**src/sbi_pkg.sv**
```systemverilog
// Purpose: Shared constants and types for the slip and interworking interrupt block
// Assumes: 200 MHz mclk, classic Wishbone slave with 32-bit data
// Notes: Register indices are word indices; the byte address is four times the index
package sbi_pkg;

    // Clock rate and interworking timeout
    localparam int unsigned CLK_HZ = 200_000_000;
    localparam int unsigned IW_TIME_MS = 400;
    localparam int unsigned IW_CYCLES = IW_TIME_MS * (CLK_HZ / 1000);

    // Bus geometry
    localparam int unsigned ADR_W = 16;
    localparam int unsigned DAT_W = 32;

    // Register indices (byte address = index * 4)
    localparam logic [13:0] IDX_SLIP_ST = 14'h0B08;
    localparam logic [13:0] IDX_SLIP_EN = 14'h0B09;
    localparam logic [13:0] IDX_LC_ST = 14'h0B0A;
    localparam logic [13:0] IDX_LC_EN = 14'h0B0B;
    localparam logic [13:0] IDX_CFG = 14'h0107;

    // Slip status and enable bit positions
    localparam int unsigned B_TX_FULL = 7;
    localparam int unsigned B_TX_EMPTY = 6;
    localparam int unsigned B_TX_SLIP = 5;
    localparam int unsigned B_RX_FULL = 2;
    localparam int unsigned B_RX_EMPTY = 1;
    localparam int unsigned B_RX_SLIP = 0;
    localparam logic [7:0] SLIP_MASK = 8'hE7;

    // Loopback-code status and enable bit positions
    localparam int unsigned B_ALT_PRESENT = 7;
    localparam int unsigned B_ALT_CHANGE = 6;
    localparam int unsigned B_IW_STATE = 5;
    localparam int unsigned B_IW_CHANGE = 4;
    localparam logic [7:0] LC_EN_MASK = 8'h50;

    // Configuration bit positions
    localparam int unsigned B_ANNEX_B = 0;
    localparam int unsigned B_CRC4_EN = 1;
    localparam logic [7:0] CFG_MASK = 8'h03;

    // Reset values
    localparam logic [7:0] REG_RST = 8'h00;

    // One direction's slip events from the slip buffer
    typedef struct packed {
        logic full_wr;
        logic empty_rd;
    } sbi_slip_ev_t;

    // Interworking timer states, Gray coded along the path
    typedef enum logic [1:0] {
        IW_IDLE = 2'b00,
        IW_HUNT = 2'b01,
        IW_NONCRC = 2'b11
    } sbi_iw_state_t;

endpackage

```
**src/sbi_irq.sv**
```systemverilog
// Purpose: Slip-buffer and interworking interrupt enables, status and output
// Assumes: Classic Wishbone, one register per aligned word, 8 data bits used
// Notes: Status flags clear on read and on write-one; a set in the same cycle wins
//
// Operation
// - TX full plus write: drop frame, flag
// - TX empty plus read: repeat frame, flag
// - RX full plus write: drop frame, flag
// - RX empty plus read: repeat frame, flag
// - Either slip event sets direction slip flag
// - TX enables bits 7..5, reset zero
// - RX enables bits 2..0, read/write
// - Bit 7 shows alternating pattern live
// - Bit 6 latches pattern start or stop
// - Flags read one once, clear on read
// - Bit 5 shows interworking state
// - No multiframe lock in 400ms: interworking
// - Bit 4 latches interworking changes
// - Slip status bits 7..5 and 2..0
// - Pattern change enable bit 6, reset zero
`timescale 1ns/1ps
`default_nettype none
module sbi_irq
    import sbi_pkg::*;
#(
    parameter int unsigned TIMEOUT = IW_CYCLES
)
(
    // Clock and reset
    input wire logic mclk,
    input wire logic nrst,
    // Wishbone slave
    input wire logic wb_cyc_i,
    input wire logic wb_stb_i,
    input wire logic wb_we_i,
    input wire logic [ADR_W-1:0] wb_adr_i,
    input wire logic [3:0] wb_sel_i,
    input wire logic [DAT_W-1:0] wb_dat_i,
    output logic [DAT_W-1:0] wb_dat_o,
    output logic wb_ack_o,
    // Slip buffer events
    input wire sbi_slip_ev_t tx_ev,
    input wire sbi_slip_ev_t rx_ev,
    // Receive framer status
    input wire logic alt_pattern_det,
    input wire logic basic_align,
    input wire logic crc_mf_align,
    // Slip actions toward the buffers
    output logic tx_frame_drop,
    output logic tx_frame_repeat,
    output logic rx_frame_drop,
    output logic rx_frame_repeat,
    // Interrupt
    output logic irq
);

    // Address match on a word index
    function automatic logic hit(input logic [ADR_W-1:0] adr, input logic [13:0] idx);
        hit = (adr[ADR_W-1:2] == idx);
    endfunction

    ////////////////////////////////////////////////////////////////////////////
    // Bus decode

    logic ack_ff;
    logic [DAT_W-1:0] rdat_ff;
    logic req;
    logic wr;
    logic rd;
    logic [7:0] slip_st_ff;
    logic [7:0] slip_en_ff;
    logic [7:0] lc_en_ff;
    logic [7:0] cfg_ff;
    logic alt_flag_ff;
    logic iw_flag_ff;
    logic alt_prev_ff;
    logic iw_prev_ff;
    logic interwork_ff;
    logic [7:0] lc_st;
    logic [7:0] slip_set;
    logic [7:0] slip_clr;
    logic alt_chg;
    logic iw_chg;
    logic lc_clr_alt;
    logic lc_clr_iw;

    // One access per request, ack drops the cycle after
    assign req = wb_cyc_i && wb_stb_i && !ack_ff;
    assign wr = req && wb_we_i && wb_sel_i[0];
    assign rd = req && !wb_we_i;

    // Live view of the loopback-code status register
    always_comb
    begin
        lc_st = REG_RST;
        lc_st[B_ALT_PRESENT] = alt_pattern_det;
        lc_st[B_ALT_CHANGE] = alt_flag_ff;
        lc_st[B_IW_STATE] = interwork_ff;
        lc_st[B_IW_CHANGE] = iw_flag_ff;
    end

    // Ack and registered read data; unmapped reads return zero
    always_ff @(posedge mclk or negedge nrst)
    begin
        if (!nrst)
        begin
            ack_ff <= 1'b0;
            rdat_ff <= '0;
        end
        else
        begin
            ack_ff <= req;
            if (rd)
            begin
                rdat_ff <= '0;
                if (hit(wb_adr_i, IDX_SLIP_ST))
                    rdat_ff[7:0] <= slip_st_ff;
                else if (hit(wb_adr_i, IDX_SLIP_EN))
                    rdat_ff[7:0] <= slip_en_ff;
                else if (hit(wb_adr_i, IDX_LC_ST))
                    rdat_ff[7:0] <= lc_st;
                else if (hit(wb_adr_i, IDX_LC_EN))
                    rdat_ff[7:0] <= lc_en_ff;
                else if (hit(wb_adr_i, IDX_CFG))
                    rdat_ff[7:0] <= cfg_ff;
            end
        end
    end

    assign wb_ack_o = ack_ff;
    assign wb_dat_o = rdat_ff;

    ////////////////////////////////////////////////////////////////////////////
    // Enable and configuration registers

    // Reserved bits are masked off so they read zero
    always_ff @(posedge mclk or negedge nrst)
    begin
        if (!nrst)
        begin
            slip_en_ff <= REG_RST;
            lc_en_ff <= REG_RST;
            cfg_ff <= REG_RST;
        end
        else if (wr)
        begin
            if (hit(wb_adr_i, IDX_SLIP_EN))
                slip_en_ff <= wb_dat_i[7:0] & SLIP_MASK;
            if (hit(wb_adr_i, IDX_LC_EN))
                lc_en_ff <= wb_dat_i[7:0] & LC_EN_MASK;
            if (hit(wb_adr_i, IDX_CFG))
                cfg_ff <= wb_dat_i[7:0] & CFG_MASK;
        end
    end

    ////////////////////////////////////////////////////////////////////////////
    // Slip status flags

    // Slip flag set by either condition in its direction
    always_comb
    begin
        slip_set = REG_RST;
        slip_set[B_TX_FULL] = tx_ev.full_wr;
        slip_set[B_TX_EMPTY] = tx_ev.empty_rd;
        slip_set[B_TX_SLIP] = tx_ev.full_wr || tx_ev.empty_rd;
        slip_set[B_RX_FULL] = rx_ev.full_wr;
        slip_set[B_RX_EMPTY] = rx_ev.empty_rd;
        slip_set[B_RX_SLIP] = rx_ev.full_wr || rx_ev.empty_rd;
    end

    // Read clears all flags, write clears the ones written as one
    always_comb
    begin
        slip_clr = REG_RST;
        if (rd && hit(wb_adr_i, IDX_SLIP_ST))
            slip_clr = SLIP_MASK;
        else if (wr && hit(wb_adr_i, IDX_SLIP_ST))
            slip_clr = wb_dat_i[7:0] & SLIP_MASK;
    end

    // Set beats clear so no event is lost during a read
    always_ff @(posedge mclk or negedge nrst)
    begin
        if (!nrst)
            slip_st_ff <= REG_RST;
        else
            slip_st_ff <= ((slip_st_ff & ~slip_clr) | slip_set) & SLIP_MASK;
    end

    // Frame drop and repeat commands to the buffer datapath
    always_ff @(posedge mclk or negedge nrst)
    begin
        if (!nrst)
        begin
            tx_frame_drop <= 1'b0;
            tx_frame_repeat <= 1'b0;
            rx_frame_drop <= 1'b0;
            rx_frame_repeat <= 1'b0;
        end
        else
        begin
            tx_frame_drop <= tx_ev.full_wr;
            tx_frame_repeat <= tx_ev.empty_rd;
            rx_frame_drop <= rx_ev.full_wr;
            rx_frame_repeat <= rx_ev.empty_rd;
        end
    end

    ////////////////////////////////////////////////////////////////////////////
    // Pattern and interworking change flags

    sbi_iw_timer #(
        .TIMEOUT(TIMEOUT)
    ) u_iw (
        .mclk(mclk),
        .nrst(nrst),
        .hunt_en(cfg_ff[B_ANNEX_B] && cfg_ff[B_CRC4_EN]),
        .basic_align(basic_align),
        .crc_mf_align(crc_mf_align),
        .interwork_ff(interwork_ff)
    );

    // Edges in either direction count as a change
    assign alt_chg = alt_pattern_det ^ alt_prev_ff;
    assign iw_chg = interwork_ff ^ iw_prev_ff;
    assign lc_clr_alt = (rd && hit(wb_adr_i, IDX_LC_ST)) ||
        (wr && hit(wb_adr_i, IDX_LC_ST) && wb_dat_i[B_ALT_CHANGE]);
    assign lc_clr_iw = (rd && hit(wb_adr_i, IDX_LC_ST)) ||
        (wr && hit(wb_adr_i, IDX_LC_ST) && wb_dat_i[B_IW_CHANGE]);

    // Previous levels; pattern starts absent so a present level at reset flags
    always_ff @(posedge mclk or negedge nrst)
    begin
        if (!nrst)
        begin
            alt_prev_ff <= 1'b0;
            iw_prev_ff <= 1'b0;
        end
        else
        begin
            alt_prev_ff <= alt_pattern_det;
            iw_prev_ff <= interwork_ff;
        end
    end

    // Sticky change flags, set wins over clear
    always_ff @(posedge mclk or negedge nrst)
    begin
        if (!nrst)
        begin
            alt_flag_ff <= 1'b0;
            iw_flag_ff <= 1'b0;
        end
        else
        begin
            alt_flag_ff <= alt_chg || (alt_flag_ff && !lc_clr_alt);
            iw_flag_ff <= iw_chg || (iw_flag_ff && !lc_clr_iw);
        end
    end

    ////////////////////////////////////////////////////////////////////////////
    // Interrupt output

    // Registered, so it follows the flags by one cycle
    always_ff @(posedge mclk or negedge nrst)
    begin
        if (!nrst)
            irq <= 1'b0;
        else
            irq <= |(slip_st_ff & slip_en_ff) ||
                (alt_flag_ff && lc_en_ff[B_ALT_CHANGE]) ||
                (iw_flag_ff && lc_en_ff[B_IW_CHANGE]);
    end

    ////////////////////////////////////////////////////////////////////////////
    // Assertions

    tx_full_set_a: assert property (@(posedge mclk) disable iff (!nrst)
        tx_ev.full_wr |=> slip_st_ff[B_TX_FULL] && slip_st_ff[B_TX_SLIP] && tx_frame_drop)
        else $error("tx full write did not flag and drop");

    tx_empty_set_a: assert property (@(posedge mclk) disable iff (!nrst)
        tx_ev.empty_rd |=> slip_st_ff[B_TX_EMPTY] && tx_frame_repeat)
        else $error("tx empty read did not flag and repeat");

    rx_full_set_a: assert property (@(posedge mclk) disable iff (!nrst)
        rx_ev.full_wr |=> slip_st_ff[B_RX_FULL] && rx_frame_drop)
        else $error("rx full write did not flag and drop");

    rx_empty_set_a: assert property (@(posedge mclk) disable iff (!nrst)
        rx_ev.empty_rd |=> slip_st_ff[B_RX_EMPTY] && slip_st_ff[B_RX_SLIP] && rx_frame_repeat)
        else $error("rx empty read did not flag and repeat");

    slip_only_a: assert property (@(posedge mclk) disable iff (!nrst)
        $rose(slip_st_ff[B_TX_SLIP]) |-> $past(tx_ev.full_wr || tx_ev.empty_rd))
        else $error("tx slip flag rose without a slip event");

    reserved_zero_a: assert property (@(posedge mclk) disable iff (!nrst)
        ack_ff && !wb_we_i |-> rdat_ff[DAT_W-1:8] == '0 &&
            (!hit(wb_adr_i, IDX_SLIP_EN) || rdat_ff[4:3] == 2'b00) &&
            (!hit(wb_adr_i, IDX_LC_ST) || rdat_ff[3:0] == 4'h0))
        else $error("reserved bits read nonzero");

    read_clear_a: assert property (@(posedge mclk) disable iff (!nrst)
        rd && hit(wb_adr_i, IDX_SLIP_ST) && slip_set == REG_RST
        |=> slip_st_ff == REG_RST && rdat_ff[7:0] == $past(slip_st_ff))
        else $error("slip status read did not clear");

    alt_change_a: assert property (@(posedge mclk) disable iff (!nrst)
        alt_pattern_det != $past(alt_pattern_det) |=> alt_flag_ff)
        else $error("pattern change not latched");

    iw_change_a: assert property (@(posedge mclk) disable iff (!nrst)
        $changed(interwork_ff) |=> iw_flag_ff)
        else $error("interworking change not latched");

    irq_level_a: assert property (@(posedge mclk) disable iff (!nrst)
        ##1 irq == $past(|(slip_st_ff & slip_en_ff) ||
            (alt_flag_ff && lc_en_ff[B_ALT_CHANGE]) || (iw_flag_ff && lc_en_ff[B_IW_CHANGE])))
        else $error("interrupt does not follow enabled flags");

    ack_pulse_a: assert property (@(posedge mclk) disable iff (!nrst)
        ack_ff |=> !ack_ff)
        else $error("ack held longer than one cycle");

endmodule
`default_nettype wire

```
**src/sbi_iw_timer.sv**
```systemverilog
// Purpose: Decides CRC-4 to non-CRC-4 interworking after a timeout
// Assumes: All inputs synchronous to mclk
// Notes: Timeout is a parameter so that simulation can shorten it
`timescale 1ns/1ps
`default_nettype none
module sbi_iw_timer
    import sbi_pkg::*;
#(
    parameter int unsigned TIMEOUT = IW_CYCLES
)
(
    // Clock and reset
    input wire logic mclk,
    input wire logic nrst,
    // Mode and alignment inputs
    input wire logic hunt_en,
    input wire logic basic_align,
    input wire logic crc_mf_align,
    // Result
    output logic interwork_ff
);

    localparam int unsigned CW = $clog2(TIMEOUT + 1);

    generate
        if (TIMEOUT < 1)
        begin : g_bad
            $error("TIMEOUT must be at least one cycle");
        end
    endgenerate

    sbi_iw_state_t st_ff;
    logic [CW-1:0] cnt_ff;

    // Hunt for multiframe alignment while basic alignment holds
    always_ff @(posedge mclk or negedge nrst)
    begin
        if (!nrst)
        begin
            st_ff <= IW_IDLE;
            cnt_ff <= '0;
        end
        else
        begin
            case (st_ff)
                IW_IDLE:
                begin
                    cnt_ff <= '0;
                    if (hunt_en && basic_align && !crc_mf_align)
                        st_ff <= IW_HUNT;
                end
                IW_HUNT:
                begin
                    // Losing either condition restarts the full window
                    if (!hunt_en || !basic_align || crc_mf_align)
                        st_ff <= IW_IDLE;
                    else if (cnt_ff == CW'(TIMEOUT - 1))
                        st_ff <= IW_NONCRC;
                    else
                        cnt_ff <= cnt_ff + CW'(1);
                end
                IW_NONCRC:
                begin
                    // Far end turned out CRC-4 capable, or mode left
                    if (!hunt_en || crc_mf_align)
                        st_ff <= IW_IDLE;
                end
                default:
                    st_ff <= IW_IDLE;
            endcase
        end
    end

    // Registered state output
    always_ff @(posedge mclk or negedge nrst)
    begin
        if (!nrst)
            interwork_ff <= 1'b0;
        else
            interwork_ff <= (st_ff == IW_NONCRC);
    end

endmodule
`default_nettype wire

```
**config.mk**
```make
export PLATFORM = sky130hd
export DESIGN_NAME = sbi_irq
export DESIGN_NICKNAME = d
export VERILOG_FILES = /design/src/sbi_pkg.sv /design/src/sbi_irq.sv /design/src/sbi_iw_timer.sv
export SDC_FILE = /design/constraint.sdc
export NUM_CORES = 1
export LEC_CHECK = 0
export BUFFER_PORTS_ARGS = -buffer_cell sky130_fd_sc_hd__buf_4
export CORE_ASPECT_RATIO = 1.1
export CORE_MARGIN = 2
export CORE_UTILIZATION = 54
export CTS_BUF_LIST = sky130_fd_sc_hd__clkbuf_4
export CTS_CLUSTER_SIZE = 12
export DETAILED_ROUTE_END_ITERATION = 16
export GPL_TIMING_DRIVEN = 1
export PLACE_DENSITY_LB_ADDON = 0.05
export SYNTH_ARGS = -nofsm -noshare
export SYNTH_HDL_FRONTEND = slang
export SYNTH_HIERARCHICAL = 1
export SYNTH_SLANG_ARGS = --single-unit
```
**constraint.sdc**
```tcl
create_clock -name mclk -period 2.6 [get_ports mclk]
set_input_delay 0.26 -clock mclk [delete_from_list [all_inputs] [get_ports mclk]]
set_output_delay 0.26 -clock mclk [all_outputs]
set_load 0.1 [all_outputs]
```
**After elaboration in Yosys (flattened, before gate mapping)**

Index checks and enable logic that the tools add are counted.

- Muxes and demuxes: 15
- Bitwise operators: 6
- Reduce and logical (&&, ||, !) cells: 44
- $add $sub $neg: 1
- Eq/ne operators: 13

Operators with widths:

| kind | number |
|---|---|
| $eq 14x12->1 const B | 4 |
| $mux 27 | 2 |
| $pmux 27 s2 | 1 |
| $mux 8 | 5 |
| $add 27x1->27 const B | 1 |
| $eq 27x27->1 const B | 1 |
| $logic_and 1x1->1 | 18 |
| $and 8x8->8 | 2 |
| $eq 14x9->1 const B | 1 |
| $logic_or 1x1->1 | 11 |
| $mux 2 | 5 |
| $not 8->8 | 1 |
| $or 8x8->8 | 1 |
| $reduce_or 8->1 | 1 |
| $logic_not 1->1 | 7 |
| $mux 7 | 1 |
| $pmux 2 s3 | 1 |
| $reduce_and 2->1 | 3 |
| $reduce_and 3->1 | 2 |
| $ne 2x1->1 const B | 2 |
| $ne 2x2->1 const B | 2 |
| $ne 3x1->1 const B | 1 |
| $eq 2x1->1 const B | 1 |
| $eq 2x2->1 const B | 1 |
| 3 further kinds | 4 |

- Bits in registers: 64
- Logic and storage cells: 97
- Output and inout port bits: 38

**Logic depth before layout (Yosys ltp)**

Gate-level depths: netlist of run 1.

- Word-level depth: 10
- Gate-level depth with buffers: 7
- Depth with buffers taken out: 6

**Cells and area by module**

Netlist of run 1, hierarchy kept.

By module, submodules not included:

| module | area each (um2) | sequential area each (um2) | cells each | instances |
|---|---|---|---|---|
| sbi_irq | 1814.2 | 825.8 | 169 | 1 |
| sbi_iw_timer | 1709.1 | 750.7 | 177 | 1 |

**Worst setup path before layout of run 1**

Ideal clock, no wire load.

- Path type: register to register
- Start: reg ack_ff, in the netlist wb_ack_o
- End: reg lc_en_ff[4]
- Arrival time: 2.198 ns
- Cell stages (with the launch flop): 6
- Path buffers: 0
- Period minus slack after synthesis: 2.323 ns
- Slack: 0.277 ns
- Setup time: 0.125 ns
- Cells stage by stage: dfrtp_1 -> nand3b_1 -> inv_1 -> nand4_1 -> or4_4 -> mux2_4

- Word-level cells in the longest chain between the ends: 5

Ends and longest elaborated chain:

| what | line | RTL |
|---|---|---|
| start, declared | sbi_irq.sv:65 | `logic ack_ff;` |
| start signal, assigned | sbi_irq.sv:112 | `ack_ff <= req;` |
| $logic_not 1->1 | sbi_irq.sv:88 | `assign req = wb_cyc_i && wb_stb_i && !ack_ff;` |
| $logic_and 1x1->1 | sbi_irq.sv:88 |  |
| named net req | sbi_irq.sv:67 | `logic req;` |
| $logic_and 1x1->1 (2 in a row) | sbi_irq.sv:89 | `assign wr = req && wb_we_i && wb_sel_i[0];` |
| $reduce_and 2->1 (no source line) | - |  |
| end signal, assigned | sbi_irq.sv:150 | `lc_en_ff <= wb_dat_i[7:0] & LC_EN_MASK;` |
| end, declared | sbi_irq.sv:72 | `logic [7:0] lc_en_ff;` |

The timed path passes the listed nets, and every way through them passes these cells.
A chain may end at the register's enable or synchronous reset.

**Final worst setup path of run 1**

- Start: reg u_iw.st_ff[1]
- End: reg u_iw.cnt_ff[24]

- Word-level cells in the longest chain between the ends: 3
- Elaborated cells between the ends (all ways): 7
- Classes of those cells: 3 x eq/ne; 1 x mux; 3 x reduce/logical

Ends and longest elaborated chain:

| what | line | RTL |
|---|---|---|
| start, declared | sbi_iw_timer.sv:32 | `sbi_iw_state_t st_ff;` |
| start signal, assigned | sbi_iw_timer.sv:40 | `st_ff <= IW_IDLE;` |
| start signal, assigned | sbi_iw_timer.sv:50 | `st_ff <= IW_HUNT;` |
| start signal, assigned | sbi_iw_timer.sv:56 | `st_ff <= IW_IDLE;` |
| $eq 2x1->1 or $logic_not 2->1 (tied branches) | sbi_iw_timer.sv:45 | `case (st_ff)` |
| $ne 2x2->1 (no source line) or $reduce_bool 2->1 (tied branches) | - |  |
| $reduce_and 3->1 (no source line) | - |  |
| end signal, assigned | sbi_iw_timer.sv:60 | `cnt_ff <= cnt_ff + CW'(1);` |
| end, declared | sbi_iw_timer.sv:33 | `logic [CW-1:0] cnt_ff;` |

Parallel ways exist; a longest one is shown, timed or not.

==> impl_metrics.toml, run 1 <==
[global_route]
global_route.usage.total_pct = 22.7
grt-busiest-layer = "met2"
grt_util_met3_pct = 5.71
grtUsageMet2_pct = 37.9
globalRouteOverflowTotal = 0
grtUsageMet1_pct = 27.9
number_of_global_route_vias_before_repair = 2543
largest_net_degree_at_the_start_of_global_routing = 64
grt_pass1_wl_um = 12300
initial_antenna_violation_count = 0

[cells_and_area]
syn2layout_area_growth_pct = 13.4
n_antenna_cell = 0
mostFrequentLayoutCells = "63 x sky130_fd_sc_hd__dfrtp_1, 51 x sky130_fd_sc_hd__buf_4, 35 x sky130_fd_sc_hd__nand2_1"
seqCellArea_um2 = 1580
layout_commonest_cell = "sky130_fd_sc_hd__dfrtp_1"
final_net_count = 464
multi_input_comb_area_um2 = 1750
fill_count = 533
drive_above_1_share_pct = 23.3

[timing]
period_needed_ns = 2.24
finalHoldViolations = 0
setup_repair_after_global_routing_missed_its_margin = "no"
slew_headroom_pct = 46.6
timing.final.max_slew_violations = 0
fin_worst_hold_slack_ns = 0.104
worst-slew-pin-transition_ns = 0.802
fmax_mhz = 447
fin_worst_skew_ns = 0.0175
final-setup-viol-count = 0
min_period_over_period_pct = 86.1
final.setup.tns_ns = 0

[floorplanning]
initial_core_util_pct = 56.5
fp.dieArea_um2 = 7190
design.core.area_um2 = 6230
dieHeight_um = 88.7
ioPinCount = 102
die_width_um = 81.0
rows = 30

[outcome]
outcome = "finished, final reports clean"

[power_and_ir_drop]
power_frac_clock_pct = 29.9
p_sw_share_pct = 32.2
switchingPower_w = 0.000596
p_seq_share_pct = 53.3
power.static_leakage_nw = 1.80
share_comb_of_total_power_pct = 16.9
power.internal_w = 0.00126
peakVddDrop_mv = 0.275
finalPower_w = 0.00185
cellPowerDensity_nw_per_um2 = 463

[routing]
routed_via_density = 5.62
detail_route.wl_per_cell_um = 16.0
initialDrtViolationCount = 87
vias = 2720
post-route-drc-count = 0
detail_route.first_pass.iterations = 4
postRouteWirelength_um = 7750
number_of_nets_with_antenna_violations_after_routing = 0

[critical_path]
cpMaxStageDelayCell = "sky130_fd_sc_hd__dfrtp_1"
cp_cell_sequence = "and4bb_2, o2111a_1, nand3_1, or4_1, nand2_1"
r2r_slack_ns = 0.36
timing_worst_setup_path_type = "flip-flop to flip-flop"
worst_ep_required_time_ns = 2.95
cp_max_fo = 13
end_kind = "flip-flop"
timing.reg2reg.worst_path_depth = 5
cp-start-kind = "flip-flop"
rr_endpoint = "u_iw/cnt_ff[24]"
cpPeakStageDelay_ns = 0.56
critical_path.reg2reg.startpoint = "u_iw/st_ff[1]"
timing.critical_path.arrival_ns = 2.58

[cts]
cts_tree = "built"
sinks_on_clock_net = 63
cts_buffer_depth = 2
worstSkewPairLatency_ns = 0.40
cts_htree_levels = 3
root_buffer = "sky130_fd_sc_hd__clkbuf_4"
clkTransAtPathRegs_ns = 0.11
cts_inserted_buffers = 9
postCtsSetupRepairBufs = 0

[placement]
place.detailed.hpwl_um = 5540
gpl.final_weighted_congestion = 0.906
port-buffer-count = 46

[synthesis]
number_of_synthesized_flops_with_an_enable_pin = 0
ys_seq_elements = 63
post_synth_inst_count = 346
post_synth_num_cell_types = 61
synth-async-reset-ratio_pct = 100
mappedNetlistArea_um2 = 3520
synth_seq_area_share_pct = 44.7
synth_flop_cell = "sky130_fd_sc_hd__dfrtp_1"
average_footprint_of_a_synthesized_cell_um2 = 10.2
yosysWarnings = 6

[flow_run]
drv_cap = 0

[worst_hold_path]
worstHoldPathType = "input port to flip-flop"
min_from = "wb_dat_i[4]"
number_of_stages_on_the_worst_hold_path = 2
hold_path_end = "lc_en_ff[4]"
[logic make-up (layout without fill, tap and decap cells)]
logic type / count (synthesis) / count (layout) / synth area share (%)
AO/OA/AOI/OAI: 58 / 58 / 11.6
flip-flops: 63 / 63 / 44.7
other: 1 / 25 / 0.106
multiplexers: 18 / 18 / 5.79
AND/OR/NAND/NOR: 149 / 149 / 26.0
XOR/XNOR: 13 / 13 / 3.23
adder cells (fa/ha/maj): 1 / 1 / 0.355
buffers and inverters: 43 / 77 / 8.20
[how the worst max path moves through the flow]
stage                     cells after the start            start         endpoint
after CTS                                     5    u_iw/st_ff[1]  u_iw/cnt_ff[24]
final                                         5    u_iw/st_ff[1]  u_iw/cnt_ff[24]
after global routing                          7   u_iw/cnt_ff[0]  u_iw/cnt_ff[15]
after detailed placement                      5  u_iw/cnt_ff[17]    u_iw/st_ff[1]
after floorplan                               5         wb_ack_o      lc_en_ff[4]
after global placement                        5    u_iw/st_ff[1]  u_iw/cnt_ff[24]
[layout make-up]
class	instances	area share, %
Sequential cell	63	39.4
Clock buffer	11	2.07
Timing Repair Buffer	58	11.3
Inverter	3	0.282
Tap cell	80	2.50
Clock inverter	5	0.626
Multi-Input combinational cell	264	43.7
[state kept, by name, indices dropped and copies added (netlist names)]
signal and cells:
iw_prev_ff 1, wb_ack_o 1, tx_frame_repeat 1, iw_flag_ff 1
tx_frame_drop 1, alt_prev_ff 1, alt_flag_ff 1, u_iw/cnt_ff 27
u_iw/st_ff 2, slip_st_ff 6, rx_frame_drop 1, u_iw/interwork_ff 1
wb_dat_o 7, rx_frame_repeat 1, cfg_ff 2, irq 1
lc_en_ff 2, slip_en_ff 6
[power groups by stage]
stage                     Clock [W]  Sequential (W)  Combinational (W)
after global routing       0.000623        0.000987           0.000327
after global placement            0         0.00101           0.000303
after floorplan                   0         0.00104           0.000225
final                      0.000553        0.000986           0.000312
after CTS                  0.000577        0.000986           0.000313
after detailed placement          0         0.00101           0.000305
[routing by layer]
layer	vias up	wire, µm
li1	1319	-
met1	1313	3240
met2	75	3940
met3	13	389
met4	0	174
met5	-	0
[Yosys cell counts, types with 7 or more instances]
cell | count | area [µm²]
sky130_fd_sc_hd__o21ai_0 | 7 | 35.0
sky130_fd_sc_hd__a21oi_1 | 11 | 55.1
sky130_fd_sc_hd__mux2_2 | 10 | 113
sky130_fd_sc_hd__and2_1 | 8 | 50.1
sky130_fd_sc_hd__nor2_1 | 23 | 86.3
sky130_fd_sc_hd__nand4_1 | 14 | 87.6
sky130_fd_sc_hd__nand2_1 | 35 | 131
sky130_fd_sc_hd__clkbuf_1 | 10 | 37.5
sky130_fd_sc_hd__nand3_1 | 13 | 65.1
sky130_fd_sc_hd__xor2_1 | 10 | 87.6
sky130_fd_sc_hd__buf_4 | 26 | 195
sky130_fd_sc_hd__dfrtp_1 | 63 | 1580
[through the flow]
| stage | area [µm²] | worst slack [ns] | utilization, % | cells |
|---|---|---|---|---|
| 5_1_grt | 4000 | 0.237 | 64.1 | 484 |
| 6_report | 4000 | 0.361 | 64.1 | 484 |
| 2_1_floorplan | 3610 | 0.277 | - | 370 |
| 3_5_place_dp | 3820 | 0.425 | 61.3 | 461 |
| 4_1_cts | 4000 | 0.401 | 64.1 | 484 |
| 3_3_place_gp | 3820 | 0.436 | 61.3 | 461 |
[worst max-delay path, delay by kind of cell, from the launching register on]
| kind | cells | cell delay [ns] |
|---|---|---|
| AO/OA/AOI/OAI | 1 | 0.33 |
| flip-flops | 1 | 0.56 |
| AND/OR/NAND/NOR | 4 | 1.29 |
[timing repair]
| action | 4_1_cts | 5_1_grt |
|---|---|---|
| hold endpoints to repair | 70 | 0 |
| hold buffers | 7 | 0 |
| resized for setup | 0 | 0 |
Power figures use the tool's default switching activity.
==> run 2, diff against run 1 <==
--- a/config.mk
+++ b/config.mk
@@ -19,2 +19,3 @@
 export SYNTH_HIERARCHICAL = 1
 export SYNTH_SLANG_ARGS = --single-unit
+export TNS_END_PERCENT = 30
==> constraint.sdc (replaced) <==
create_clock -name mclk -period 2.6 [get_ports mclk]
set_input_delay 0.39 -clock mclk [delete_from_list [all_inputs] [get_ports mclk]]
set_output_delay 0.39 -clock mclk [all_outputs]
set_load 0.1 [all_outputs]
==> run 2 against run 1 <==
  * Global-route usage grew 0.59 points
  * Clock-buffer cell count decreased by 1
  * Non-clock buffer count down 7
  * Sequential cell count unchanged
  * Critical endpoint unchanged
==> impl_metrics.toml, run 2 (synthesis gave the netlist of run 1 again) <==
[outcome]
outcome = "finished, final reports clean"

[timing]
final.setup.tns_ns = 0
min_period_over_period_pct = 85.9
fmax_mhz = 448
setup_repair_after_global_routing_missed_its_margin = "no"
slew_headroom_pct = 46.7
finalHoldViolations = 0
timing.final.max_slew_violations = 0
final-setup-viol-count = 0
period_needed_ns = 2.23
fin_worst_skew_ns = 0.00876
worst-slew-pin-transition_ns = 0.799

[global_route]
grt_pass1_wl_um = 12700
largest_net_degree_at_the_start_of_global_routing = 64
initial_antenna_violation_count = 0
global_route.usage.total_pct = 23.3
number_of_global_route_vias_before_repair = 2648
globalRouteOverflowTotal = 0

[flow_run]
drv_cap = 0

[routing]
number_of_nets_with_antenna_violations_after_routing = 0
initialDrtViolationCount = 146
detail_route.wl_per_cell_um = 16.5
vias = 2710
detail_route.first_pass.iterations = 4
routed_via_density = 5.68
postRouteWirelength_um = 7860
post-route-drc-count = 0

[critical_path]
timing_worst_setup_path_type = "flip-flop to flip-flop"
end_kind = "flip-flop"
timing.critical_path.arrival_ns = 2.58
worst_ep_required_time_ns = 2.95
cp-start-kind = "flip-flop"
r2r_slack_ns = 0.37
cp_max_fo = 13

[placement]
place.detailed.hpwl_um = 5660
port-buffer-count = 46
gpl.final_weighted_congestion = 0.882

[worst_hold_path]
worstHoldPathType = "input port to asynchronous set/reset pin"

[power_and_ir_drop]
peakVddDrop_mv = 0.393
power.static_leakage_nw = 1.78
cellPowerDensity_nw_per_um2 = 497

[cts]
post_cts_resize_count = 0
cts_htree_levels = 3
clkTransAtPathRegs_ns = 0.11
sinks_on_clock_net = 63
holdBufCountCts = 0
cts_buffer_depth = 2
root_buffer = "sky130_fd_sc_hd__clkbuf_4"
postCtsSetupRepairBufs = 0
worstSkewPairLatency_ns = 0.41
cts_tree = "built"
cts_inserted_buffers = 9

[cells_and_area]
regMostFlops = "u_iw/cnt_ff"
drive_above_1_share_pct = 23.7
mostFrequentLayoutCells = "63 x sky130_fd_sc_hd__dfrtp_1, 51 x sky130_fd_sc_hd__buf_4, 35 x sky130_fd_sc_hd__nand2_1"
largest_reg_flops = 27
n_antenna_cell = 0
finish.utilization_pct = 63.5
layout_commonest_cell = "sky130_fd_sc_hd__dfrtp_1"
syn2layout_area_growth_pct = 12.3
final_net_count = 457

[floorplanning]
fp.dieArea_um2 = 7190
dieHeight_um = 88.7
design.core.area_um2 = 6230
ioPinCount = 102
die_width_um = 81.0
rows = 30
initial_core_util_pct = 56.5
## run 2: stage by stage
step	instances	instance area [µm²]	total power [W]	hold WS (ns)	worst slack, ns
after floorplan	370	3610	0.00126	0.0944	0.277
after global placement	461	3820	0.00131	0.443	0.410
after detailed placement	461	3820	0.00131	0.446	0.388
after CTS	477	3960	0.00199	0.0655	0.384
after global routing	477	3960	0.00205	0.0788	0.177
final	477	3960	0.00197	0.0422	0.367
## run 2: power breakdown
group	internal (W)	leakage, nW	switching (W)
registers	0.000984	0.826	0.00000181
logic	0.0000541	0.873	0.000251
clock network	0.000301	0.0761	0.000374
## run 2: critical path: stages, from the launching register on
cell	delay, ns
sky130_fd_sc_hd__dfrtp_1	0.56
sky130_fd_sc_hd__and4bb_2	0.48
sky130_fd_sc_hd__o2111a_1	0.31
sky130_fd_sc_hd__nand3_1	0.21
sky130_fd_sc_hd__or4_1	0.53
sky130_fd_sc_hd__nand2_1	0.07
## run 2: final cells by class
class | count | area (µm²)
Clock inverter | 6 | 61.3
Fill cell | 549 | 2280
Multi-Input combinational cell | 264 | 1750
Tap cell | 80 | 100
Sequential cell | 63 | 1580
Timing Repair Buffer | 51 | 383
Inverter | 3 | 11.3
Clock buffer | 10 | 75.1
## run 2: worst paths after layout
kind                              startpoint           endpoint  cells after the start
max                            u_iw/st_ff[1]    u_iw/cnt_ff[24]                      5
min                                     nrst        wb_dat_o[5]                      1
max reg2reg                    u_iw/st_ff[1]    u_iw/cnt_ff[24]                      5
min reg2reg                u_iw/interwork_ff         iw_prev_ff                      0
max in group asynchronous               nrst  u_iw/interwork_ff                      1
min in group mclk                   rx_ev[1]      rx_frame_drop                      1
## run 2: routing by layer
layer / track usage (%) / routed length, µm / vias up
li1: - / - / 1308
met1: 29.2 / 3250 / 1317
met2: 39.7 / 4080 / 71
met3: 3.67 / 365 / 14
met4: 10.6 / 154 / 0
met5: 0 / 0 / -
